## src/pkg/opmode_pkg.sv

```systemverilog
/*
 * Shared constants and types of the operating mode controller: register map,
 * field positions, reset values, warm-up counts, mode state codes and carriers.
 * Assumes an 8-bit register port and one 10 MHz system clock.
 */
package opmode_pkg;
    localparam int ADDR_W = 8;
    localparam int DATA_W = 8;
    localparam logic [7:0] OSC_MODE_ADDR = 8'hca;
    localparam logic [7:0] PORT1_WAKE_ADDR = 8'hc0;
    localparam int HIGH_OSC_STOP_BIT = 1;
    localparam int SLOW_CLOCK_SELECT_BIT = 2;
    localparam int SLEEP_REQUEST_BIT = 3;
    localparam int IDLE_REQUEST_BIT = 4;
    localparam logic [1:0] CPU_MODE_NORMAL = 2'h0;
    localparam logic [1:0] CPU_MODE_SLEEP = 2'h1;
    localparam logic [1:0] CPU_MODE_IDLE = 2'h2;
    localparam logic [3:0] OSC_MODE_RESET = 4'h0;
    localparam logic [3:0] PORT1_WAKE_RESET = 4'h0;
    localparam int WARMUP_CRYSTAL_CLOCKS = 2048;
    localparam int WARMUP_RC_CLOCKS = 32;
    localparam int SLOW_DIVIDE = 4;
    localparam int WARMUP_CNT_W = 12;

    typedef struct packed {
        logic idle_request;
        logic sleep_request;
        logic slow_clock_select;
        logic high_osc_stop;
    } osc_mode_t;

    typedef struct packed {
        logic high_osc_run;
        logic low_osc_run;
        logic cpu_run;
        logic cpu_clock_en;
        logic interval_timer_run;
        logic pwm_timer_run;
        logic interrupt_accept;
    } clock_ctrl_t;

    typedef enum logic [4:0] {
        ST_NORMAL = 5'h01,
        ST_SLOW = 5'h02,
        ST_GREEN = 5'h04,
        ST_POWER_DOWN = 5'h08,
        ST_WARMUP = 5'h10
    } op_state_t;
endpackage : opmode_pkg

```

## src/logic/operating_mode_controller.sv

```systemverilog
/*
 * Operating mode controller: normal, slow, green and power down modes, clock
 * gating, CPU clock selection, wake-up from port level changes or timer overflow.
 * Assumes HOSC_TICK and LOSC_TICK are one-cycle enables on CLOCK standing for the
 * high-speed and low-speed oscillator edges, and that CLOCK itself never stops.
 */
// Function
// - four modes: normal, slow, power down, green.
// - reset release always starts in normal mode.
// - normal mode: cpu on high-speed clock, both oscillators run.
// - slow_clock_select 0 picks high-speed clock, 1 picks low-speed rc.
// - slow mode instruction rate is low-speed rc divided by four.
// - entering slow mode leaves high-speed oscillator running; software stops it.
// - slow and green follow high_osc_stop; low rc runs except power down and warm-up.
// - writing sleep_request 1 enters power down.
// - hardware clears sleep_request on power down wake.
// - power down: oscillators stop, cpu halts, timers idle, no interrupts.
// - power down wake always resumes in normal mode.
// - power down wakes on port a change, enabled port b change, reset.
// - stopping high-speed clock in normal mode acts as power down.
// - writing idle_request 1 enters green mode.
// - hardware clears idle_request on green wake.
// - green: cpu halts, system clock runs, interval timer keeps counting.
// - green wakes on port change, interval_timer overflow or reset.
// - green wake returns to the mode active at entry.
// - green keeps pwm_timer running but its overflow never wakes.
// - mode field bits 4:3: 00 normal, 01 power down, 10 green.
// - high_osc_stop bit 1, slow_clock_select bit 2, read/write, reset 0.
// - power down wake waits 2048 crystal or 32 rc clocks; green none.
module operating_mode_controller #(
    parameter int PORT_A_W = 8,
    parameter int PORT_B_W = 4,
    parameter int WARMUP_CRYSTAL = opmode_pkg::WARMUP_CRYSTAL_CLOCKS,
    parameter int WARMUP_RC = opmode_pkg::WARMUP_RC_CLOCKS
) (
    input wire logic CLOCK,
    input wire logic RESETN,
    input wire logic [opmode_pkg::ADDR_W-1:0] ADDRESS,
    input wire logic [opmode_pkg::DATA_W-1:0] WRITE_DATA,
    input wire logic WRITE_STROBE,
    input wire logic READ_STROBE,
    output logic [opmode_pkg::DATA_W-1:0] READ_DATA,
    input wire logic [PORT_A_W-1:0] WAKE_PORT_A,
    input wire logic [PORT_B_W-1:0] WAKE_PORT_B,
    input wire logic HOSC_IS_CRYSTAL,
    input wire logic HOSC_TICK,
    input wire logic LOSC_TICK,
    input wire logic INTERVAL_TIMER_ENABLE,
    input wire logic PWM_TIMER_ENABLE,
    input wire logic INTERVAL_TIMER_OVERFLOW,
    output opmode_pkg::clock_ctrl_t CLOCK_CONTROL,
    output opmode_pkg::op_state_t MODE_STATE,
    output opmode_pkg::osc_mode_t OSC_MODE
);
    import opmode_pkg::*;

    // pins and the crystal option strap come from outside the clock domain
    logic [PORT_A_W-1:0] port_a_meta;
    logic [PORT_A_W-1:0] port_a_sync;
    logic [PORT_B_W-1:0] port_b_meta;
    logic [PORT_B_W-1:0] port_b_sync;
    logic crystal_meta;
    logic crystal_sync;

    always_ff @(posedge CLOCK) begin
        if (!RESETN) begin
            port_a_meta <= '0;
            port_a_sync <= '0;
            port_b_meta <= '0;
            port_b_sync <= '0;
            crystal_meta <= 1'b0;
            crystal_sync <= 1'b0;
        end else begin
            port_a_meta <= WAKE_PORT_A;
            port_a_sync <= port_a_meta;
            port_b_meta <= WAKE_PORT_B;
            port_b_sync <= port_b_meta;
            crystal_meta <= HOSC_IS_CRYSTAL;
            crystal_sync <= crystal_meta;
        end
    end

    op_state_t state;
    op_state_t next_state;
    osc_mode_t osc_mode;
    osc_mode_t next_osc_mode;
    logic [PORT_B_W-1:0] port1_wake_enable;
    logic [PORT_B_W-1:0] next_port1_wake_enable;
    logic [PORT_A_W-1:0] port_a_ref;
    logic [PORT_A_W-1:0] next_port_a_ref;
    logic [PORT_B_W-1:0] port_b_ref;
    logic [PORT_B_W-1:0] next_port_b_ref;
    logic green_from_slow;
    logic next_green_from_slow;
    logic [WARMUP_CNT_W-1:0] warm_count;
    logic [WARMUP_CNT_W-1:0] next_warm_count;
    logic [1:0] slow_div;
    logic [1:0] next_slow_div;
    logic [DATA_W-1:0] next_read_data;
    clock_ctrl_t next_ctrl;

    logic wr_osc;
    logic port_change;
    logic clock_lost;
    logic warm_done;
    logic slow_tick;
    logic [WARMUP_CNT_W-1:0] warm_last;
    logic [1:0] mode_field;

    assign wr_osc = WRITE_STROBE && (ADDRESS == OSC_MODE_ADDR);
    assign mode_field = WRITE_DATA[IDLE_REQUEST_BIT:SLEEP_REQUEST_BIT];
    // compared against entry levels, so a change that returns before the
    // controller looks still shows only if it stands for one clock
    assign port_change = (port_a_sync != port_a_ref) ||
        (((port_b_sync ^ port_b_ref) & port1_wake_enable) != '0);
    assign clock_lost = osc_mode.high_osc_stop && !osc_mode.slow_clock_select;
    assign warm_last = crystal_sync ? WARMUP_CNT_W'(WARMUP_CRYSTAL - 1) : WARMUP_CNT_W'(WARMUP_RC - 1);
    assign warm_done = HOSC_TICK && (warm_count == warm_last);
    assign slow_tick = LOSC_TICK && (slow_div == 2'(SLOW_DIVIDE - 1));

    // mode register, state machine and wake capture
    always_comb begin
        next_state = state;
        next_osc_mode = osc_mode;
        next_port1_wake_enable = port1_wake_enable;
        next_port_a_ref = port_a_ref;
        next_port_b_ref = port_b_ref;
        next_green_from_slow = green_from_slow;
        next_warm_count = warm_count;
        next_slow_div = slow_div;
        if (LOSC_TICK && state == ST_SLOW) begin
            next_slow_div = slow_div + 2'h1;
        end
        case (state)
            ST_NORMAL,
            ST_SLOW: begin
                next_state = osc_mode.slow_clock_select ? ST_SLOW : ST_NORMAL;
                if (osc_mode.sleep_request || clock_lost) begin
                    next_state = ST_POWER_DOWN;
                    next_port_a_ref = port_a_sync;
                    next_port_b_ref = port_b_sync;
                end else if (osc_mode.idle_request) begin
                    next_state = ST_GREEN;
                    next_green_from_slow = osc_mode.slow_clock_select;
                    next_port_a_ref = port_a_sync;
                    next_port_b_ref = port_b_sync;
                end
            end
            ST_GREEN: begin
                if (port_change || (INTERVAL_TIMER_OVERFLOW && INTERVAL_TIMER_ENABLE)) begin
                    next_state = green_from_slow ? ST_SLOW : ST_NORMAL;
                    next_osc_mode.idle_request = 1'b0;
                end
            end
            ST_POWER_DOWN: begin
                next_warm_count = '0;
                if (port_change) begin
                    next_state = ST_WARMUP;
                end
            end
            ST_WARMUP: begin
                if (HOSC_TICK) begin
                    next_warm_count = warm_count + WARMUP_CNT_W'(1);
                end
                if (warm_done) begin
                    next_state = ST_NORMAL;
                    next_osc_mode.sleep_request = 1'b0;
                    // normal mode needs its clock back
                    next_osc_mode.high_osc_stop = 1'b0;
                    next_osc_mode.slow_clock_select = 1'b0;
                end
            end
            default: begin
                next_state = ST_NORMAL;
            end
        endcase
        // software write lands after the hardware clear, so its set wins
        if (wr_osc) begin
            next_osc_mode.high_osc_stop = WRITE_DATA[HIGH_OSC_STOP_BIT];
            next_osc_mode.slow_clock_select = WRITE_DATA[SLOW_CLOCK_SELECT_BIT];
            // the reserved code requests nothing
            next_osc_mode.sleep_request = (mode_field == CPU_MODE_SLEEP);
            next_osc_mode.idle_request = (mode_field == CPU_MODE_IDLE);
        end
        if (WRITE_STROBE && ADDRESS == PORT1_WAKE_ADDR) begin
            next_port1_wake_enable = WRITE_DATA[PORT_B_W-1:0];
        end
    end

    always_ff @(posedge CLOCK) begin
        if (!RESETN) begin
            state <= ST_NORMAL;
            osc_mode <= OSC_MODE_RESET;
            port1_wake_enable <= PORT1_WAKE_RESET;
            port_a_ref <= '0;
            port_b_ref <= '0;
            green_from_slow <= 1'b0;
            warm_count <= '0;
            slow_div <= 2'h0;
        end else begin
            state <= next_state;
            osc_mode <= next_osc_mode;
            port1_wake_enable <= next_port1_wake_enable;
            port_a_ref <= next_port_a_ref;
            port_b_ref <= next_port_b_ref;
            green_from_slow <= next_green_from_slow;
            warm_count <= next_warm_count;
            slow_div <= next_slow_div;
        end
    end

    // clock and execution controls, registered from the next state
    always_comb begin
        next_ctrl = '0;
        next_read_data = '0;
        case (next_state)
            ST_NORMAL: begin
                next_ctrl.high_osc_run = 1'b1;
                next_ctrl.low_osc_run = 1'b1;
                next_ctrl.cpu_run = 1'b1;
                next_ctrl.cpu_clock_en = HOSC_TICK;
            end
            ST_SLOW: begin
                next_ctrl.high_osc_run = !next_osc_mode.high_osc_stop;
                next_ctrl.low_osc_run = 1'b1;
                next_ctrl.cpu_run = 1'b1;
                next_ctrl.cpu_clock_en = slow_tick;
            end
            ST_GREEN: begin
                next_ctrl.high_osc_run = !next_osc_mode.high_osc_stop;
                next_ctrl.low_osc_run = 1'b1;
            end
            ST_WARMUP: begin
                next_ctrl.high_osc_run = 1'b1;
            end
            default: begin
                next_ctrl = '0;
            end
        endcase
        next_ctrl.interval_timer_run = INTERVAL_TIMER_ENABLE &&
            (next_state inside {ST_NORMAL, ST_SLOW, ST_GREEN});
        next_ctrl.pwm_timer_run = PWM_TIMER_ENABLE &&
            (next_state inside {ST_NORMAL, ST_SLOW, ST_GREEN});
        next_ctrl.interrupt_accept = next_state inside {ST_NORMAL, ST_SLOW, ST_GREEN};
        if (READ_STROBE && ADDRESS == OSC_MODE_ADDR) begin
            next_read_data[HIGH_OSC_STOP_BIT] = osc_mode.high_osc_stop;
            next_read_data[SLOW_CLOCK_SELECT_BIT] = osc_mode.slow_clock_select;
            next_read_data[SLEEP_REQUEST_BIT] = osc_mode.sleep_request;
            next_read_data[IDLE_REQUEST_BIT] = osc_mode.idle_request;
        end
    end

    always_ff @(posedge CLOCK) begin
        if (!RESETN) begin
            CLOCK_CONTROL <= '0;
            READ_DATA <= '0;
        end else begin
            CLOCK_CONTROL <= next_ctrl;
            READ_DATA <= next_read_data;
        end
    end

    assign MODE_STATE = state;
    assign OSC_MODE = osc_mode;
endmodule : operating_mode_controller

```

## config.mk

```make
export PLATFORM = sky130hd
export DESIGN_NAME = operating_mode_controller
export DESIGN_NICKNAME = d
export VERILOG_FILES = /design/src/pkg/opmode_pkg.sv /design/src/logic/operating_mode_controller.sv
export SDC_FILE = /design/constraint.sdc
export NUM_CORES = 1
export LEC_CHECK = 0
export BUFFER_PORTS_ARGS = -buffer_cell sky130_fd_sc_hd__buf_2
export CAP_MARGIN = 30
export CORE_UTILIZATION = 51
export CTS_BUF_LIST = sky130_fd_sc_hd__clkbuf_8
export DETAILED_ROUTE_END_ITERATION = 10
export GPL_TIMING_DRIVEN = 0
export PLACE_DENSITY = 0.78
export SKIP_LAST_GASP = 1
export SLEW_MARGIN = 20
export SYNTH_ARGS = -nofsm -noshare
export SYNTH_HDL_FRONTEND = slang
export SYNTH_SLANG_ARGS = --single-unit
```

## constraint.sdc

```tcl
create_clock -name CLOCK -period 1.95 [get_ports CLOCK]
set_input_delay 0.2925 -clock CLOCK [delete_from_list [all_inputs] [get_ports CLOCK]]
set_output_delay 0.2925 -clock CLOCK [all_outputs]
set_load 0.03 [all_outputs]
```

==> results.json, run 1 <==
{
  "cts_tree": "done",
  "detailroute.via_count": 2443,
  "setup_slack_ns": -0.0665,
  "timing.hold.worst.start": "WAKE_PORT_B[1]",
  "die_area_mm2": 0.00630,
  "power.total_mw": 2.82,
  "max_slew_margin_pct": 54.6,
  "synth_sequential_area_ratio_pct": 49.8,
  "track_usage_pct": 21.2,
  "cts_buffer_depth": 2,
  "preCtsSetupSlack_ns": -0.354,
  "timing.final.hold_violations": 0,
  "clk_pin_slew_worst_paths_ns": 0.08,
  "timing.clock.skew_ns": 0.00443,
  "tns_ns": -0.115,
  "timing.critical_path.slowest_stage_cell": "sky130_fd_sc_hd__or3b_4",
  "element_type_at_the_critical_path_start": "flop",
  "critical_path_cell_by_cell": "ha_4 -> nand4_1 -> or3b_4 -> a211oi_4 -> buf_4 -> a211oi_2 -> o21ai_2 -> a32o_1",
  "yosysWarnings": 0,
  "critPathRequiredTime_ns": 2.25,
  "die_y_um": 79.4,
  "worst_ep_arrival_time_ns": 2.31,
  "ys.flop_type": "sky130_fd_sc_hd__dfxtp_1",
  "cts-buffers-inserted": 9,
  "yosys.cell_types.count": 50,
  "grt_setup_unrepaired": "true",
  "cap_violations": 0,
  "critical_path.reg2reg.startpoint": "warm_count[0]",
  "max_slew.worst_pin.slew_ns": 0.676,
  "final_core_occ_pct": 68.0,
  "initial_utilization_pct": 54.1,
  "drt-wirelength-per-cell_um": 13.4,
  "setup_viol": 2,
  "reg2reg_depth": 8,
  "antenna_found_initial": 0,
  "placement.io_buffers": 53,
  "compound_cell_area_share_of_the_yosys_netlist_pct": 7.87,
  "outcome": "complete, but fails checks",
  "pwr_cell_area_mw_per_mm2": 736,
  "synth-async-reset-ratio_pct": 0,
  "clock_sink_count": 76,
  "critical_path.reg2reg.endpoint": "CLOCK_CONTROL[3]",
  "n_diodes": 0,
  "pin_count_of_the_biggest_net_entering_global_routing": 15,
  "worst_path_largest_cell_delay_ns": 0.45,
  "final_cell_area_mm2": 0.00384,
  "synth_top_family_by_area": "simple AND/OR/NAND/NOR gates",
  "drc_errors": 0,
  "synth_fa_ha_area_share_pct": 0.820,
  "hold-path-endpoint": "port_b_meta[1]",
  "cts_root_buf": "sky130_fd_sc_hd__clkbuf_8",
  "antenna_left": 0,
  "boundaryPins": 62,
  "max-vdd-ir-drop_mv": 0.549,
  "core_area_mm2": 0.00564,
  "wl_mm": 6.29,
  "synth-xor-area-share_pct": 5.74,
  "critical_path_class": "flop to flop",
  "reg2reg_setup_slack_ns": -0.07,
  "holdCritPathClass": "input pin to flop",
  "synthMuxAreaShare_pct": 6.56,
  "netlist_instances": 315,
  "critPathMaxFanout": 4,
  "cts-hold-fix-buffers": 0,
  "chipWidth_um": 79.4,
  "core.rowCount": 27,
  "post-route-period-util_pct": 103,
  "area_overhead_vs_synth_pct": 25.7,
  "p_leak_nw": 1.76,
  "mean_instance_size_in_the_synthesized_netlist_um2": 9.69,
  "endpoint_kind": "flop",
  "gp_congestion": 0.829,
  "violations": "negative setup slack",
  "ys_ff_latch": 76,
  "synth_simple_gate_area_share_pct": 25.4,
  "synth-edff-count": 0,
  "dr.first_iter.drc_count": 152,
  "syn_area_mm2": 0.00305,
  "slew_violations": 0,
  "placed_cell_area_mm2": 0.00343,
  "num-fill-cells": 450,
  "grt_remaining_overflow": 0,
  "clock_latency_ns": 0.36,
  "first_global_vias": 2233,
  "drt_pass1_iterations": 4,
  "worstHoldPathCells": 2,
  "drive_above_1_share_pct": 31.6,
  "layout_min_cycle_time_ns": 2.02,
  "place.detailed.hpwl_mm": 4.20,
  "grt_pass1_wl_mm": 10.0,
  "final_net_count": 434,
  "cts_max_level": 3,
  "achievable-frequency_ghz": 0.496,
  "avgViaCountPerCell": 5.19
}
## cell usage in the layout (no fill, tap or decap), types with 6 or more instances in the layout
cell,n
sky130_fd_sc_hd__clkbuf_8,9
sky130_fd_sc_hd__a21oi_1,10
sky130_fd_sc_hd__buf_2,54
sky130_fd_sc_hd__o21ai_0,7
sky130_fd_sc_hd__nor2_1,43
sky130_fd_sc_hd__dfxtp_1,67
sky130_fd_sc_hd__xor2_1,15
sky130_fd_sc_hd__buf_4,16
sky130_fd_sc_hd__dfxtp_2,6
sky130_fd_sc_hd__nand4_1,6
sky130_fd_sc_hd__and2_1,35
sky130_fd_sc_hd__mux2i_1,20
sky130_fd_sc_hd__inv_1,7
sky130_fd_sc_hd__nand2_1,14
## final cells by class
class / instances / area, um2 / area share [%]
multi-input combinational: 220 / 1560 / 40.6
sequential: 76 / 1540 / 40.2
timing repair buffer: 65 / 359 / 9.36
clock buffer: 9 / 124 / 3.23
tap: 72 / 90.1 / 2.35
buffer: 15 / 86.3 / 2.25
clock inverter: 7 / 52.6 / 1.37
inverter: 7 / 26.3 / 0.685
## state kept, by name, summed over array words and instances, names as in the netlist
register,flops
CLOCK_CONTROL,6
MODE_STATE,5
OSC_MODE,4
READ_DATA,4
crystal_meta,1
crystal_sync,1
green_from_slow,1
port1_wake_enable,4
port_a_meta,8
port_a_ref,8
port_a_sync,8
port_b_meta,4
port_b_ref,4
port_b_sync,4
slow_div,2
warm_count,12
## through the flow
step / instances / hold WS (ns)
final: 471 / 0.130
after floorplan: 318 / 0.412
after CTS: 462 / 0.116
after global placement: 443 / 0.415
after detailed placement: 443 / 0.417
after global routing: 471 / 0.108
## timing repair
action | in CTS | in global routing
pin swaps | 4 | 10
resized for setup | 13 | 22
buffers inserted | 3 | 9
endpoints found under the setup margin | 16 | 20
## synthesized netlist by cell type (3+ instances only)
master / count / area, um2
sky130_fd_sc_hd__nor4_1: 5 / 31.3
sky130_fd_sc_hd__or3_1: 4 / 25.0
sky130_fd_sc_hd__nand4_1: 6 / 37.5
sky130_fd_sc_hd__mux2i_1: 20 / 200
sky130_fd_sc_hd__and3_1: 4 / 25.0
sky130_fd_sc_hd__clkbuf_1: 5 / 18.8
sky130_fd_sc_hd__and2_1: 35 / 219
sky130_fd_sc_hd__inv_1: 6 / 22.5
sky130_fd_sc_hd__o21ai_0: 8 / 40.0
sky130_fd_sc_hd__nor2_1: 43 / 161
sky130_fd_sc_hd__nand2_1: 14 / 52.6
sky130_fd_sc_hd__nand3_1: 5 / 25.0
sky130_fd_sc_hd__nor3_1: 6 / 30.0
sky130_fd_sc_hd__a21oi_1: 10 / 50.1
sky130_fd_sc_hd__buf_4: 5 / 37.5
sky130_fd_sc_hd__nand3b_1: 3 / 22.5
sky130_fd_sc_hd__dfxtp_1: 76 / 1520
sky130_fd_sc_hd__xor2_1: 17 / 149
sky130_fd_sc_hd__xnor2_1: 3 / 26.3
## report_power, final
| part | switching, mW | internal (mW) |
|---|---|---|
| clock | 0.597 | 0.467 |
| sequential | 0.0121 | 1.58 |
| combinational | 0.0945 | 0.0752 |
## kinds of logic (layout without fill, tap and decap cells)
group                      after synthesis  in the layout
and+or+nand+nor                        140            140
buffers and inverters                   22            103
adders and majority gates                2              2
DFF                                     76             76
xor gates and xnor gates                20             20
other                                    1              4
AOI/OAI and AO/OA                       34             34
muxes                                   20             20
## how the worst max path moves through the flow
stage	cells after the start	start	to
2_1_floorplan	6	MODE_STATE[1]	CLOCK_CONTROL[6]
3_3_place_gp	6	port_a_ref[0]	CLOCK_CONTROL[6]
3_5_place_dp	6	port_a_ref[0]	CLOCK_CONTROL[6]
4_1_cts	6	port_a_ref[0]	CLOCK_CONTROL[6]
5_1_grt	6	port_a_sync[6]	CLOCK_CONTROL[6]
6_report	8	warm_count[0]	CLOCK_CONTROL[3]
## per-layer routing
| metal | vias up | GRT usage [%] | part of all wire (%) |
|---|---|---|---|
| li1 | 1222 | - | - |
| met1 | 1131 | 23.1 | 43 |
| met2 | 73 | 35.9 | 49 |
| met3 | 17 | 8.69 | 5.1 |
| met4 | 0 | 9.82 | 2.7 |
| met5 | - | 0 | 0 |
## worst max-delay path, delay by kind of cell (launching register included)
kind | cells | cell delay, ns
AO/OA/AOI/OAI | 4 | 0.66
AND/OR/NAND/NOR | 2 | 0.59
flip-flops | 1 | 0.38
buffers and inverters | 1 | 0.17
adder cells (fa/ha/maj) | 1 | 0.15
Note: power is estimated with default switching activity, not from simulation.
==> run 2: changes to the inputs <==
Settings changed: ABC_AREA from default to 1.
==> results.json, run 2 <==
{
  "pwr_cell_area_mw_per_mm2": 794,
  "cts_root_buf": "sky130_fd_sc_hd__clkbuf_8",
  "layout_common_cells": "96 x sky130_fd_sc_hd__nand2_1, 85 x sky130_fd_sc_hd__inv_1, 76 x sky130_fd_sc_hd__dfxtp_1, 56 x sky130_fd_sc_hd__buf_2, 36 x sky130_fd_sc_hd__nor2_1",
  "timing.clock.skew_ns": 0.00862,
  "yosys.cell_types.count": 36,
  "core_area_mm2": 0.00596,
  "cts_tree": "done",
  "final_net_count": 541,
  "tns_ns": 0,
  "dr.first_iter.drc_count": 109,
  "drt_pass1_iterations": 4,
  "avgViaCountPerCell": 4.77,
  "wl_mm": 6.27,
  "cts-buffers-inserted": 9,
  "layout_commonest_cell": "sky130_fd_sc_hd__nand2_1",
  "critical_path_class": "flop to flop",
  "max_flop_register": "warm_count",
  "preCtsSetupSlack_ns": 0.313,
  "ys_ff_latch": 76,
  "timing.final.hold_violations": 0,
  "die_y_um": 80.8,
  "first_global_vias": 2553,
  "path_buf_inv": 2,
  "element_type_at_the_critical_path_start": "flop",
  "num-fill-cells": 544,
  "post-route-period-util_pct": 84.4,
  "layout_min_cycle_time_ns": 1.65,
  "cts_buffer_depth": 2,
  "timing.critical_path.max_delay_family": "simple AND/OR/NAND/NOR gates",
  "max_slew.worst_pin.slew_ns": 0.513,
  "core.rowCount": 28,
  "synth_top_cells_by_area": "sky130_fd_sc_hd__dfxtp_1 48%, sky130_fd_sc_hd__nand2_1 11%, sky130_fd_sc_hd__inv_1 10%",
  "critical_path_cell_by_cell": "inv_1 -> nand2_1 -> nand2_1 -> nor2_1 -> nand2_1 -> nor2_1 -> nand2_1 -> nand2_1 -> nand2_1 -> inv_1 -> nand3_1 -> nor2_1",
  "final_core_occ_pct": 62.9,
  "outcome": "finished clean",
  "largest_register_ff_count": 12,
  "track_usage_pct": 21.2,
  "worst_path_largest_cell_delay_ns": 0.37,
  "cts-hold-fix-buffers": 0,
  "buffers_inserted_by_post_cts_timing_repair": 0,
  "n_diodes": 0,
  "drive_above_1_share_pct": 19.4,
  "post_synth_most_frequent_cells": "96 x sky130_fd_sc_hd__nand2_1, 85 x sky130_fd_sc_hd__inv_1, 76 x sky130_fd_sc_hd__dfxtp_1",
  "grt_remaining_overflow": 0,
  "slew_violations": 0,
  "critPathMaxFanout": 3,
  "worst_path_most_repeated_cell": "sky130_fd_sc_hd__nand2_1",
  "grt_pass1_wl_mm": 10.5,
  "synth_sequential_area_ratio_pct": 48.0,
  "area_overhead_vs_synth_pct": 18.2,
  "endpoint_kind": "flop",
  "drt-wirelength-per-cell_um": 10.8,
  "max_slew_margin_pct": 65.8,
  "critPathRequiredTime_ns": 2.23,
  "setup_slack_ns": 0.305,
  "synth-edff-count": 0,
  "drc_errors": 0,
  "detailroute.via_count": 2774,
  "hold-worst-slack_ns": 0.124,
  "achievable-frequency_ghz": 0.608,
  "synth-async-reset-ratio_pct": 0,
  "grt_setup_unrepaired": "false",
  "post_cts_resized": 0,
  "cts_max_level": 3,
  "setup_viol": 0,
  "syn_area_mm2": 0.00317,
  "chipWidth_um": 80.8,
  "clk_pin_slew_worst_paths_ns": 0.07,
  "place.detailed.hpwl_mm": 4.64,
  "initial_utilization_pct": 53.2,
  "cap_violations": 0,
  "antenna_left": 0,
  "synthMostInstantiatedCell": "sky130_fd_sc_hd__nand2_1",
  "clock_sink_count": 76,
  "worst_ep_arrival_time_ns": 1.92,
  "ys.flop_type": "sky130_fd_sc_hd__dfxtp_1",
  "placement.io_buffers": 54,
  "antenna_found_initial": 0,
  "max-vdd-ir-drop_mv": 0.454,
  "die_area_mm2": 0.00653,
  "boundaryPins": 62,
  "clock_latency_ns": 0.35,
  "synth_top_cell_area_share_pct": 48.0,
  "mean_instance_size_in_the_synthesized_netlist_um2": 7.32,
  "p_leak_nw": 1.96,
  "pin_count_of_the_biggest_net_entering_global_routing": 13,
  "timing.critical_path.slowest_stage_cell": "sky130_fd_sc_hd__dfxtp_1",
  "yosysWarnings": 0,
  "netlist_instances": 433,
  "gp_congestion": 0.896,
  "holdCritPathClass": "input pin to flop",
  "synth_area_leader_cell": "sky130_fd_sc_hd__dfxtp_1"
}
## run 2: cell count changes after synthesis, moves of 5 or more
cell | before | now
sky130_fd_sc_hd__nand2_1 | 14 | 96
sky130_fd_sc_hd__inv_1 | 6 | 85
sky130_fd_sc_hd__and2_1 | 35 | 0
sky130_fd_sc_hd__a21oi_1 | 10 | 35
sky130_fd_sc_hd__mux2i_1 | 20 | 0
sky130_fd_sc_hd__nand3_1 | 5 | 21
sky130_fd_sc_hd__xor2_1 | 17 | 2
sky130_fd_sc_hd__o21ai_0 | 8 | 21
sky130_fd_sc_hd__nor2_1 | 43 | 36
sky130_fd_sc_hd__nor4_1 | 5 | 0
## run 2: area by class of cell
type                            count  area (um2)  area share (%)
Timing Repair Buffer               54         270            7.21
Multi-Input combinational cell    258        1250            33.5
Sequential cell                    76        1520            40.6
Buffer                             13        70.1            1.87
Clock buffer                       11         151            4.04
Tap cell                           75        93.8            2.51
Inverter                           89         335            8.95
Clock inverter                      5        50.0            1.34
## run 2: per-layer routing
layer  track usage (%)  vias up  share of wire [%]
met5                 0        -                  0
met4              10.2        0                1.8
met3              5.62        9                4.9
met2              37.2       62                 48
met1              23.6     1243                 45
li1                  -     1460                  -
## run 2: worst paths after layout
kind             startpoint               end  slack, ns  cells after the start
max reg2reg  port_a_sync[7]  CLOCK_CONTROL[1]       0.30                     12
min reg2reg  port_a_meta[5]    port_a_sync[5]       0.42                      2
max          port_a_sync[7]  CLOCK_CONTROL[1]       0.30                     12
min          WAKE_PORT_B[3]    port_b_meta[3]       0.12                      3
## run 2: where the power goes
part	total, mW	leakage [nW]	internal [mW]	switching, mW
sequential	1.60	0.620	1.58	0.0136
clock	1.20	0.109	0.652	0.545
combinational	0.180	1.23	0.0683	0.111
total	2.98	1.96	2.31	0.670
## run 2: worst register-to-register path: cells and delay by family, from the launching register on
family                 cells  cell delay, ns
and+or+nand+nor           10            1.08
DFF                        1            0.37
buffers and inverters      2            0.15
## run 2: cells by family after synthesis
family,Yosys count,synth area share [%]
AO/OA/AOI/OAI,64,10.6
XOR/XNOR,2,0.553
AND/OR/NAND/NOR,186,27.1
other,1,0.118
flip-flops,76,48.0
buffers and inverters,102,12.8
adder cells (fa/ha/maj),2,0.789
## run 2: per-stage QoR
stage / total power [mW] / area (um2) / instances
CTS: 3.01 / 3750 / 581
floorplan: 1.75 / 3180 / 436
global route: 3.09 / 3750 / 581
global placement: 1.81 / 3540 / 565
finish: 2.98 / 3750 / 581
detailed placement: 1.81 / 3540 / 565
